`src/logic/ebi_regs.vh`:
```
// Purpose: constants for the external bus interface
// Assumes: 16-bit data space, internal SRAM ends at 0x21ff
// Notes:   definitions only
`ifndef EBI_REGS_VH
`define EBI_REGS_VH
`define EBI_INT_TOP        16'h21ff
`define EBI_EXT_BASE       16'h2200
`define EBI_WS_NONE        2'h0
`define EBI_WS_ONE         2'h1
`define EBI_WS_TWO         2'h2
`define EBI_WS_TWO_HOLD    2'h3
`define EBI_SECT_STEP      16'h2000
`define EBI_HI_BITS        4'h8
`endif

```
`src/logic/ebi_core.v`:
```
// Purpose: external memory bus interface between the CPU data port and pins
// Assumes: CPU pulses acc_req for one cycle and holds addr/wdata stable until acc_done
// Notes:   Functional notes
`timescale 1ns/10ps
`include "ebi_regs.vh"
module ebi_core (
   clk,                 // System clock
   rst_n,               // Async reset, active low
   ext_bus_enable,      // Interface enable
   sector_limit_sel,    // Sector boundary code
   wait_upper_sel,      // Upper sector wait code
   wait_lower_sel,      // Lower sector wait code
   high_addr_mask,      // High address pin release code
   bus_keeper_en,       // Keeper enable
   acc_req,             // CPU data access request, one cycle pulse
   acc_write,           // Access is a store
   acc_addr,            // Access address
   acc_wdata,           // Store data
   acc_done,            // Access complete pulse
   acc_rdata,           // Load data from external bus
   acc_ext,             // Completed access was external
   ad_in,               // Muxed bus pin input
   addr_data_low_bus,   // Muxed bus pin output
   ad_oe,               // Muxed bus drive enable
   ad_keep,             // Keeper active
   addr_high_bus,       // High address output
   ah_oe,               // Per-pin high address enable
   address_latch_strobe, // Latch gate
   read_strobe_n,       // Read strobe, active low
   store_strobe_n,      // Write strobe, active low
   ctl_oe               // Strobe pin enable
);
   input  wire        clk;                  // System clock
   input  wire        rst_n;                // Async reset
   input  wire        ext_bus_enable;       // Interface enable
   input  wire [2:0]  sector_limit_sel;     // Sector code
   input  wire [1:0]  wait_upper_sel;       // Upper wait
   input  wire [1:0]  wait_lower_sel;       // Lower wait
   input  wire [2:0]  high_addr_mask;       // High mask
   input  wire        bus_keeper_en;        // Keeper enable
   input  wire        acc_req;              // Request
   input  wire        acc_write;            // Store
   input  wire [15:0] acc_addr;             // Address
   input  wire [7:0]  acc_wdata;            // Store data
   output reg         acc_done;             // Done pulse
   output reg  [7:0]  acc_rdata;            // Load data
   output reg         acc_ext;              // External flag
   input  wire [7:0]  ad_in;                // Bus input
   output reg  [7:0]  addr_data_low_bus;    // Bus output
   output reg         ad_oe;                // Bus enable
   output reg         ad_keep;              // Keeper
   output reg  [7:0]  addr_high_bus;        // High address
   output reg  [7:0]  ah_oe;                // High enables
   output reg         address_latch_strobe; // Latch gate
   output reg         read_strobe_n;        // Read strobe
   output reg         store_strobe_n;       // Write strobe
   output reg         ctl_oe;               // Strobe enables

   localparam ST_IDLE = 3'h0;
   localparam ST_ADDR = 3'h1;
   localparam ST_DATA = 3'h2;
   localparam ST_WAIT = 3'h3;
   localparam ST_END  = 3'h4;
   localparam ST_HOLD = 3'h5;
   localparam ST_CAPT = 3'h6;

   ////////////////////////////////////////////////////////////////
   // Input synchronisers for the bus pins
   // Pins are asynchronous to clk; only the second stage is read
   reg [7:0] ad_s1_reg;
   reg [7:0] ad_s2_reg;
   always @(posedge clk or negedge rst_n) begin
      if (!rst_n) begin
         ad_s1_reg <= 8'h00;
         ad_s2_reg <= 8'h00;
      end else begin
         ad_s1_reg <= ad_in;
         ad_s2_reg <= ad_s1_reg;
      end
   end

   ////////////////////////////////////////////////////////////////
   // Decode
   function is_external;
      input [15:0] a;
      begin
         is_external = (a > `EBI_INT_TOP);
      end
   endfunction

   function [7:0] high_enables;
      input [2:0] m;
      begin
         high_enables = 8'hff >> m;
         if (m == 3'h7) begin
            high_enables = 8'h00;
         end
      end
   endfunction

   function strobe_window;
      input [2:0] nxt;
      input [2:0] cur;
      begin
         strobe_window = (nxt == ST_DATA) || (nxt == ST_WAIT) ||
                         ((nxt == ST_END) && ((cur == ST_DATA) || (cur == ST_WAIT)));
      end
   endfunction

   function [1:0] wait_cycles;
      input [1:0] code;
      begin
         wait_cycles = (code == `EBI_WS_ONE) ? 2'h1 : 2'h2;
         if (code == `EBI_WS_NONE) begin
            wait_cycles = 2'h0;
         end
      end
   endfunction

   wire [1:0] sect_wait;
   ebi_sector u_sector (
      .addr             (acc_addr),
      .sector_limit_sel (sector_limit_sel),
      .wait_upper       (wait_upper_sel),
      .wait_lower       (wait_lower_sel),
      .wait_state_sel   (sect_wait)
   );

   ////////////////////////////////////////////////////////////////
   // Access sequencer
   reg [2:0]  state_reg;
   reg [2:0]  state_next;
   reg [1:0]  wcnt_reg;
   reg [1:0]  wcnt_next;
   reg [1:0]  ws_reg;
   reg [1:0]  ws_next;
   reg        ext_reg;
   reg        ext_next;
   reg        wr_reg;
   reg        wr_next;

   always @* begin
      state_next = state_reg;
      wcnt_next  = wcnt_reg;
      ws_next    = ws_reg;
      ext_next   = ext_reg;
      wr_next    = wr_reg;
      case (state_reg)
         ST_IDLE: begin
            if (acc_req) begin
               ext_next = is_external(acc_addr);
               wr_next  = acc_write;
               ws_next  = is_external(acc_addr) ? sect_wait : `EBI_WS_NONE;
               state_next = ST_ADDR;
            end
         end
         ST_ADDR: begin
            state_next = ST_DATA;
         end
         ST_DATA: begin
            wcnt_next = wait_cycles(ws_reg);
            state_next = (ws_reg == `EBI_WS_NONE) ? ST_END : ST_WAIT;
         end
         ST_WAIT: begin
            wcnt_next = wcnt_reg - 2'h1;
            if (wcnt_reg == 2'h1) begin
               state_next = ST_END;
            end
         end
         ST_END: begin
            // Extra cycle lets read data clear the synchroniser
            if (ext_reg && !wr_reg) begin
               state_next = ST_CAPT;
            end else if (ws_reg == `EBI_WS_TWO_HOLD) begin
               state_next = ST_HOLD;
            end else begin
               state_next = ST_IDLE;
            end
         end
         ST_CAPT: begin
            state_next = (ws_reg == `EBI_WS_TWO_HOLD) ? ST_HOLD : ST_IDLE;
         end
         ST_HOLD: begin
            state_next = ST_IDLE;
         end
         default: begin
            state_next = ST_IDLE;
         end
      endcase
   end

   always @(posedge clk or negedge rst_n) begin
      if (!rst_n) begin
         state_reg <= ST_IDLE;
         wcnt_reg  <= 2'h0;
         ws_reg    <= 2'h0;
         ext_reg   <= 1'b0;
         wr_reg    <= 1'b0;
      end else begin
         state_reg <= state_next;
         wcnt_reg  <= wcnt_next;
         ws_reg    <= ws_next;
         ext_reg   <= ext_next;
         wr_reg    <= wr_next;
      end
   end

   ////////////////////////////////////////////////////////////////
   // Read capture qualifiers, combinational
   wire ext_live   = ext_bus_enable && ext_reg;
   wire rd_end     = (state_reg == ST_CAPT) || ((state_reg == ST_END) && !ext_reg);
   wire rd_data_ok = ext_live && !wr_reg && (state_reg == ST_CAPT);

   ////////////////////////////////////////////////////////////////
   // Completion and read capture
   // Read data taken in the capture state, two stages after the pins
   always @(posedge clk or negedge rst_n) begin
      if (!rst_n) begin
         acc_done  <= 1'b0;
         acc_rdata <= 8'h00;
         acc_ext   <= 1'b0;
      end else begin
         acc_done <= (state_next == ST_IDLE) && (state_reg != ST_IDLE);
         acc_ext  <= ext_reg;
         if (rd_data_ok) begin
            acc_rdata <= ad_s2_reg;
         end else if (rd_end) begin
            acc_rdata <= 8'h00;
         end
      end
   end

   ////////////////////////////////////////////////////////////////
   // Pin outputs
   always @(posedge clk or negedge rst_n) begin
      if (!rst_n) begin
         addr_data_low_bus    <= 8'h00;
         ad_oe                <= 1'b0;
         ad_keep              <= 1'b0;
         addr_high_bus        <= 8'h00;
         ah_oe                <= 8'h00;
         address_latch_strobe <= 1'b0;
         read_strobe_n        <= 1'b1;
         store_strobe_n       <= 1'b1;
         ctl_oe               <= 1'b0;
      end else begin
         ad_keep <= bus_keeper_en;
         ctl_oe  <= ext_bus_enable;
         ah_oe   <= ext_bus_enable ? high_enables(high_addr_mask) : 8'h00;
         if (!ext_bus_enable) begin
            ad_oe                <= 1'b0;
            address_latch_strobe <= 1'b0;
            read_strobe_n        <= 1'b1;
            store_strobe_n       <= 1'b1;
         end else begin
            // Address phase: latch open, low byte driven
            if (state_next == ST_ADDR) begin
               addr_data_low_bus    <= acc_addr[7:0];
               addr_high_bus        <= acc_addr[15:8];
               ad_oe                <= 1'b1;
               address_latch_strobe <= 1'b1;
            end else if (state_next == ST_DATA) begin
               address_latch_strobe <= 1'b0;
               if (wr_reg) begin
                  addr_data_low_bus <= acc_wdata;
                  ad_oe             <= 1'b1;
               end else begin
                  ad_oe <= 1'b0;
               end
            end else if (state_next == ST_IDLE) begin
               ad_oe                <= 1'b0;
               address_latch_strobe <= 1'b0;
            end else begin
               address_latch_strobe <= 1'b0;
            end
            read_strobe_n  <= ~(ext_reg && !wr_reg &&
                               strobe_window(state_next, state_reg));
            store_strobe_n <= ~(ext_reg && wr_reg &&
                               strobe_window(state_next, state_reg));
         end
      end
   end
endmodule

```
`src/logic/ebi_sector.v`:
```
// Purpose: sector decode and wait-state selection for one external address
// Assumes: address already known to be external
// Notes:   combinational
`timescale 1ns/10ps
`include "ebi_regs.vh"
module ebi_sector (
   addr,          // Access address
   sector_limit_sel, // Sector boundary code
   wait_upper,    // Upper sector wait code
   wait_lower,    // Lower sector wait code
   wait_state_sel // Chosen wait code
);
   input  wire [15:0] addr;             // Access address
   input  wire [2:0]  sector_limit_sel; // Sector boundary code
   input  wire [1:0]  wait_upper;       // Upper sector wait code
   input  wire [1:0]  wait_lower;       // Lower sector wait code
   output reg  [1:0]  wait_state_sel;   // Chosen wait code

   reg [15:0] limit;
   always @* begin
      limit = {sector_limit_sel, 13'h0}; // 0x4000..0xe000 by 0x2000
      if (sector_limit_sel[2:1] == 2'h0) begin
         wait_state_sel = wait_upper;
      end else if (addr >= limit) begin
         wait_state_sel = wait_upper;
      end else begin
         wait_state_sel = wait_lower;
      end
   end
endmodule

```
`config.mk`:
```
export PLATFORM = sky130hd
export DESIGN_NAME = ebi_core
export DESIGN_NICKNAME = d
export VERILOG_FILES = /design/src/logic/ebi_core.v /design/src/logic/ebi_sector.v
export VERILOG_INCLUDE_DIRS = /design/src /design/src/logic
export SDC_FILE = /design/constraint.sdc
export NUM_CORES = 1
export LEC_CHECK = 0
export ABC_AREA = 1
export BUFFER_PORTS_ARGS = -buffer_cell sky130_fd_sc_hd__buf_2
export CAP_MARGIN = 10
export CELL_PAD_IN_SITES_DETAIL_PLACEMENT = 1
export CELL_PAD_IN_SITES_GLOBAL_PLACEMENT = 2
export CORE_MARGIN = 2
export CORE_UTILIZATION = 32
export DETAILED_ROUTE_END_ITERATION = 8
export GPL_TIMING_DRIVEN = 0
export HOLD_SLACK_MARGIN = 0.15
export PLACE_DENSITY = 0.85
export SETUP_SLACK_MARGIN = 0.1
export SLEW_MARGIN = 20
export SYNTH_ARGS = -nofsm -noshare
export SYNTH_HDL_FRONTEND = slang
export SYNTH_HIERARCHICAL = 1
export SYNTH_SLANG_ARGS = --single-unit
export TNS_END_PERCENT = 1
```
`constraint.sdc`:
```
create_clock -name clk -period 3.5 [get_ports clk]
set_clock_uncertainty 0.1 [all_clocks]
set_input_delay 0.7 -clock clk [delete_from_list [all_inputs] [get_ports clk]]
set_output_delay 0.7 -clock clk [all_outputs]
set_load 0.01 [all_outputs]
```
==> impl_metrics.py, run 1 <==
metrics = {
    "final_layout": {
        "final_common_cell": "buf_2",
        "stdcell_area_mm2": 0.00345,
        "drive_gt1_frac": 0.387,
        "fin_nets": 406,
        "final_cell_mix": "buf_2, dfrtp_1, nand2_1",
        "antenna_cells": 0,
        "area_growth_syn_to_layout_pct": 30.3,
        "final_core_util": 0.424,
    },
    "placement": {
        "port_buffers": 87,
        "routabilityCongestion": 0.729,
        "place_ws_ns": 1.27,
        "dp_hpwl_um": 4730,
        "placed_cell_area_mm2": 0.00322,
    },
    "yosys": {
        "syn-cell-area_mm2": 0.00265,
        "syn_nets": 308,
        "ys_warn_count": 6,
        "synth.avg_cell_area_um2": 10.3,
        "ys_async_sr_fraction": 1.00,
        "seq_area_frac_synth": 0.606,
        "synth_edf_count": 0,
        "ys.flop_type": "dfrtp_1",
        "ys_ff_latch": 64,
        "synth_cells": 256,
        "ys_types": 31,
    },
    "sta": {
        "period_share": 0.540,
        "fin_ws_ns": 1.61,
        "hold_viol_final": 0,
        "finalSetupViolations": 0,
        "final_max_slew_viol_count": 0,
        "post-route-min-period_ns": 1.89,
        "grt_setup_unrepaired": "no",
        "maxSlewHeadroom": 0.469,
        "tns_ns": 0,
        "tightestPinTransition_ns": 0.797,
        "timing.fmax_mhz": 530,
    },
    "drt": {
        "drc": 0,
        "ant_nets": 0,
        "avgRoutedWirePerCell_um": 13.7,
        "vias_per_cell": 4.53,
        "drt_iter0_drc": 48,
        "vias": 2103,
        "first_pass_iters": 4,
        "routed_wl_um": 6340,
    },
    "die": {
        "die_h_um": 94.9,
        "fp.coreArea_mm2": 0.00813,
        "die-area_mm2": 0.00901,
        "top_level_ports": 88,
        "num_rows": 33,
        "initial_utilization": 0.325,
        "die_w_um": 94.9,
    },
    "cts": {
        "cts_buffers": 9,
        "clkTransAtPathRegs_ns": 0.08,
        "post_cts_buffers": 0,
        "holdBufCountCts": 0,
        "cts_buffer_depth": 2,
        "clock_sinks": 64,
        "cts_resized": 0,
        "clockRootBuffer": "clkbuf_8",
        "clk_latency_ns": 0.34,
        "tritoncts": "done",
        "htreeDepth": 3,
    },
    "global_route": {
        "grt_start_max_net_pins": 65,
        "track_usage": 0.155,
        "grt_overflow": 0,
        "grt_pass1_vias": 2218,
        "antenna_found_initial": 0,
        "grt_pass1_wl_um": 10700,
    },
    "run": {
        "max-cap-violations": 0,
    },
    "pwr": {
        "total_power_w": 0.00269,
        "ir_worst_vdd_mv": 0.284,
        "power.density_mw_per_mm2": 781,
        "leakage_nw": 1.78,
    },
    "min_path": {
        "hold_class": "flop to flop",
    },
    "worst_setup_path": {
        "critPathKind": "primary input to flop",
        "cp-end-kind": "flop",
        "crit_required_ns": 3.66,
        "crit_arrival_ns": 2.04,
        "cp_max_fo": 8,
        "start_kind": "primary input",
    },
    "status": {
        "status": "finished, final reports clean",
    },
}
Yosys cell counts (all sizes together), types with 4 or more instances:
master	number	area [um^2]
dfrtp	62	1550
nand2	50	200
inv	37	144
nor2	33	168
nand3	14	80.1
mux2	9	101
a31oi	8	50.1
o22ai	8	50.1
o21ai	6	30.0
buf	5	48.8
ha	4	50.1
nor3	4	20.0
metrics by stage:
step                cells  hold WS (ns)
finish                464         0.249
global route          464         0.269
CTS                   464         0.250
detailed placement    448         0.236
global placement      448         0.234
floorplan             256         0.231
cell families after synthesis:
family,synth area share
AOI/OAI and AO/OA,0.0709
and+or+nand+nor,0.191
DFF,0.606
muxes,0.0383
buffers and inverters,0.0742
adders and majority gates,0.0189
metal layers:
| metal | track usage | part of all wire | up-vias |
|---|---|---|---|
| met4 | 0.0592 | 0.016 | 0 |
| li1 | - | - | 1019 |
| met1 | 0.199 | 0.44 | 1004 |
| met5 | 0 | 0 | - |
| met3 | 0.0311 | 0.054 | 10 |
| met2 | 0.259 | 0.49 | 70 |
final timing paths:
check                                            start                               end  slack (ns)  cells after the start
worst max register to register  state_reg[0]$_DFF_PN0_      addr_high_bus[3]$_DFFE_PN0P_        1.70                      5
max in group asynchronous                        rst_n  addr_data_low_bus[2]$_DFFE_PN0P_        2.43                      1
worst max-delay path                    ext_bus_enable          acc_rdata[0]$_DFFE_PN0P_        1.61                      5
worst min-delay path            ad_s1_reg[2]$_DFF_PN0_            ad_s2_reg[2]$_DFF_PN0_        0.25                      0
worst min register to register  ad_s1_reg[2]$_DFF_PN0_            ad_s2_reg[2]$_DFF_PN0_        0.25                      0
min in group asynchronous                        rst_n          acc_rdata[5]$_DFFE_PN0P_        0.34                      1
worst max-delay path: stages:
cell and delay [ns]:
buf_2 0.14, clkinv_1 0.34, nor2_1 0.27, nand3_1 0.32, o22ai_1 0.27
power breakdown:
part	leakage (nW)	switching [W]	internal [W]	total (W)
Clock	0.110	0.000312	0.000408	0.000720
Combinational	0.892	0.000513	0.000369	0.000882
Sequential	0.775	0.000127	0.000962	0.00109
area by class of cell:
| type | count | area, um^2 |
|---|---|---|
| timing repair buffer | 87 | 438 |
| sequential | 64 | 1600 |
| buffer | 5 | 48.8 |
| inverter | 38 | 148 |
| fill | 983 | 4690 |
| clock inverter | 7 | 103 |
| clock buffer | 9 | 124 |
| tap | 105 | 131 |
| multi-input combinational | 149 | 851 |
No activity file was read; power rests on OpenSTA's default activity.
==> run 2: changes to the inputs <==
- CORE_UTILIZATION: 32 -> 27
- PLACE_DENSITY: 0.85 -> 0.77
- clock period: 3.5 -> 1.5 ns (I/O delays scaled with it)
==> run 2 against run 1 <==
Effect of this change: the flow now finishes with violations (negative setup slack); worst setup slack got worse by 1.7 ns; design area rose by 20%; global-route usage fell by 0.31 points; power rose to 2.5 times the previous value; clock power rose by 97%; first-iteration DRC count fell by 38%; non-clock buffer count rose by 54; die area rose by 18%; register-to-register slack got worse by 1.8 ns; wire length rose by 21%; sequential cell count did not move; critical endpoint is now acc_done$_DFF_PN0_; largest power group is now combinational cells.
==> impl_metrics.py, run 2 (synthesis results as in run 1) <==
metrics = {
    "status": {
        "status": "finished with violations",
        "violations": "negative setup slack",
    },
    "worst_setup_path": {
        "cp_top_family": "simple AND/OR/NAND/NOR gates",
        "reg2reg_to": "acc_done$_DFF_PN0_",
        "cp.depth": 9,
        "regToRegStartpoint": "state_reg[2]$_DFF_PN0_",
        "r2r_setup_slack_ns": -0.12,
        "crit_end": "acc_done$_DFF_PN0_",
        "rr_worst_depth": 9,
        "critPathMostFrequentCell": "inv_8",
        "path_cells": "buf_6, inv_8, nand3_4, buf_12, buf_4, inv_8, nor2_1, nand3_1, nor3_2",
        "critPathKind": "flop to flop",
        "crit_required_ns": 1.65,
        "cp_slowest_stage_delay_ns": 0.35,
        "cp-end-kind": "flop",
        "worst-path-buf-inv": 5,
        "slowest_stage": "dfrtp_1",
        "start_kind": "flop",
        "crit_arrival_ns": 1.76,
        "crit_start": "state_reg[2]$_DFF_PN0_",
        "cp_max_fo": 9,
    },
    "min_path": {
        "hold_class": "primary input to flop",
    },
    "sta": {
        "hold_slack_ns": 0.0353,
        "tightestPinTransition_ns": 0.431,
        "grt_setup_unrepaired": "yes",
        "final_max_slew_viol_count": 0,
        "timing.fmax_mhz": 618,
        "post-route-min-period_ns": 1.62,
        "maxSlewHeadroom": 0.712,
        "period_share": 1.08,
        "finalSetupViolations": 23,
        "fin_ws_ns": -0.118,
        "hold_viol_final": 0,
    },
    "pwr": {
        "leakage_nw": 2.06,
        "ir_worst_vdd_mv": 0.610,
        "power.density_mw_per_mm2": 1640,
        "total_power_w": 0.00678,
    },
    "drt": {
        "drc": 0,
        "vias_per_cell": 4.32,
        "drt_iter0_drc": 30,
        "vias": 2361,
        "avgRoutedWirePerCell_um": 14.0,
        "routed_wl_um": 7650,
        "first_pass_iters": 4,
        "ant_nets": 0,
    },
    "global_route": {
        "grt_start_max_net_pins": 49,
        "grt_overflow": 0,
        "antenna_found_initial": 0,
        "track_usage": 0.152,
        "grt_pass1_vias": 2592,
        "grt_pass1_wl_um": 12500,
    },
    "run": {
        "max-cap-violations": 0,
    },
    "placement": {
        "dp_cells": 477,
        "port_buffers": 87,
        "dp_hpwl_um": 5020,
        "routabilityCongestion": 0.811,
    },
    "final_layout": {
        "drive_gt1_frac": 0.397,
        "final_common_cell": "buf_2",
        "final_cell_mix": "buf_2, dfrtp_1, nand2_1",
        "antenna_cells": 0,
        "stdcell_count": 546,
        "area_growth_syn_to_layout_pct": 56.5,
        "final_core_util": 0.430,
        "fin_nets": 460,
    },
    "cts": {
        "htreeDepth": 3,
        "holdBufCountCts": 38,
        "cts_buffers": 9,
        "clkTransAtPathRegs_ns": 0.07,
        "cts_buffer_depth": 2,
        "tritoncts": "done",
        "clk_latency_ns": 0.34,
        "clockRootBuffer": "clkbuf_8",
        "clock_sinks": 64,
    },
    "die": {
        "fp.coreArea_mm2": 0.00964,
        "die-area_mm2": 0.0106,
        "die_h_um": 103,
        "die_w_um": 103,
        "top_level_ports": 88,
        "initial_utilization": 0.275,
        "num_rows": 36,
    },
}
==> run 2: cell count changes in the layout (fill, tap and decap cells not counted), moves of 3 or more <==
cell / before / now
buf_12: 0 / 3
buf_4: 3 / 13
mux2_4: 0 / 8
dlygate4sd3_1: 0 / 38
nor2_1: 27 / 23
mux2_2: 9 / 1
clkinv_2: 0 / 3
nor2_4: 3 / 6
==> run 2: routing by layer <==
metal,up-vias,share of wire,global-route usage
met1,1154,0.41,0.186
li1,1129,-,-
met3,11,0.053,0.0475
met4,0,0.018,0.0466
met5,-,0,0
met2,67,0.51,0.258
==> run 2: timing repair <==
| item | 4_1_cts | 5_1_grt |
|---|---|---|
| hold endpoints to repair | 96 | 2 |
| setup endpoints to repair | 36 | 38 |
| gates cloned | 0 | 1 |
| resized for setup | 25 | 16 |
| setup buffers | 12 | 2 |
| pin swaps | 5 | 6 |
==> run 2: worst min path at each step <==
stage / from / endpoint / slack [ns] / cells past startpoint
5_1_grt: ext_bus_enable / ctl_oe$_DFF_PN0_ / 0.04 / 1
3_3_place_gp: ad_s1_reg[5]$_DFF_PN0_ / ad_s2_reg[5]$_DFF_PN0_ / 0.23 / 0
4_1_cts: ext_bus_enable / ctl_oe$_DFF_PN0_ / 0.02 / 1
3_5_place_dp: rst_n / ad_s2_reg[3]$_DFF_PN0_ / 0.1 / 1
6_report: ext_bus_enable / ctl_oe$_DFF_PN0_ / 0.04 / 1
2_1_floorplan: rst_n / acc_done$_DFF_PN0_ / -0.1 / 0
==> run 2: final cells by class <==
type | instances | area [um^2]
timing repair buffer | 141 | 1020
clock inverter | 6 | 60.1
tap | 133 | 166
clock buffer | 10 | 128
inverter | 38 | 158
buffer | 5 | 65.1
sequential | 64 | 1610
fill | 1139 | 5500
multi-input combinational | 149 | 941
==> run 2: where the power goes <==
| part | leakage (nW) | total, W | switching, W | internal, W |
|---|---|---|---|---|
| clock | 0.0920 | 0.00142 | 0.000665 | 0.000759 |
| combinational | 1.20 | 0.00280 | 0.00148 | 0.00132 |
| sequential | 0.773 | 0.00256 | 0.000305 | 0.00225 |
==> run 2: through the flow <==
step                area (um^2)  worst slack (ns)  setup TNS, ns
finish                     4140            -0.118          -1.09
global route               4140            -0.188          -2.90
CTS                        4050            -0.107          -1.79
detailed placement         3280            -0.371          -6.84
global placement           3250            -0.383         -21.21
floorplan                  2650           -0.0574         -0.459
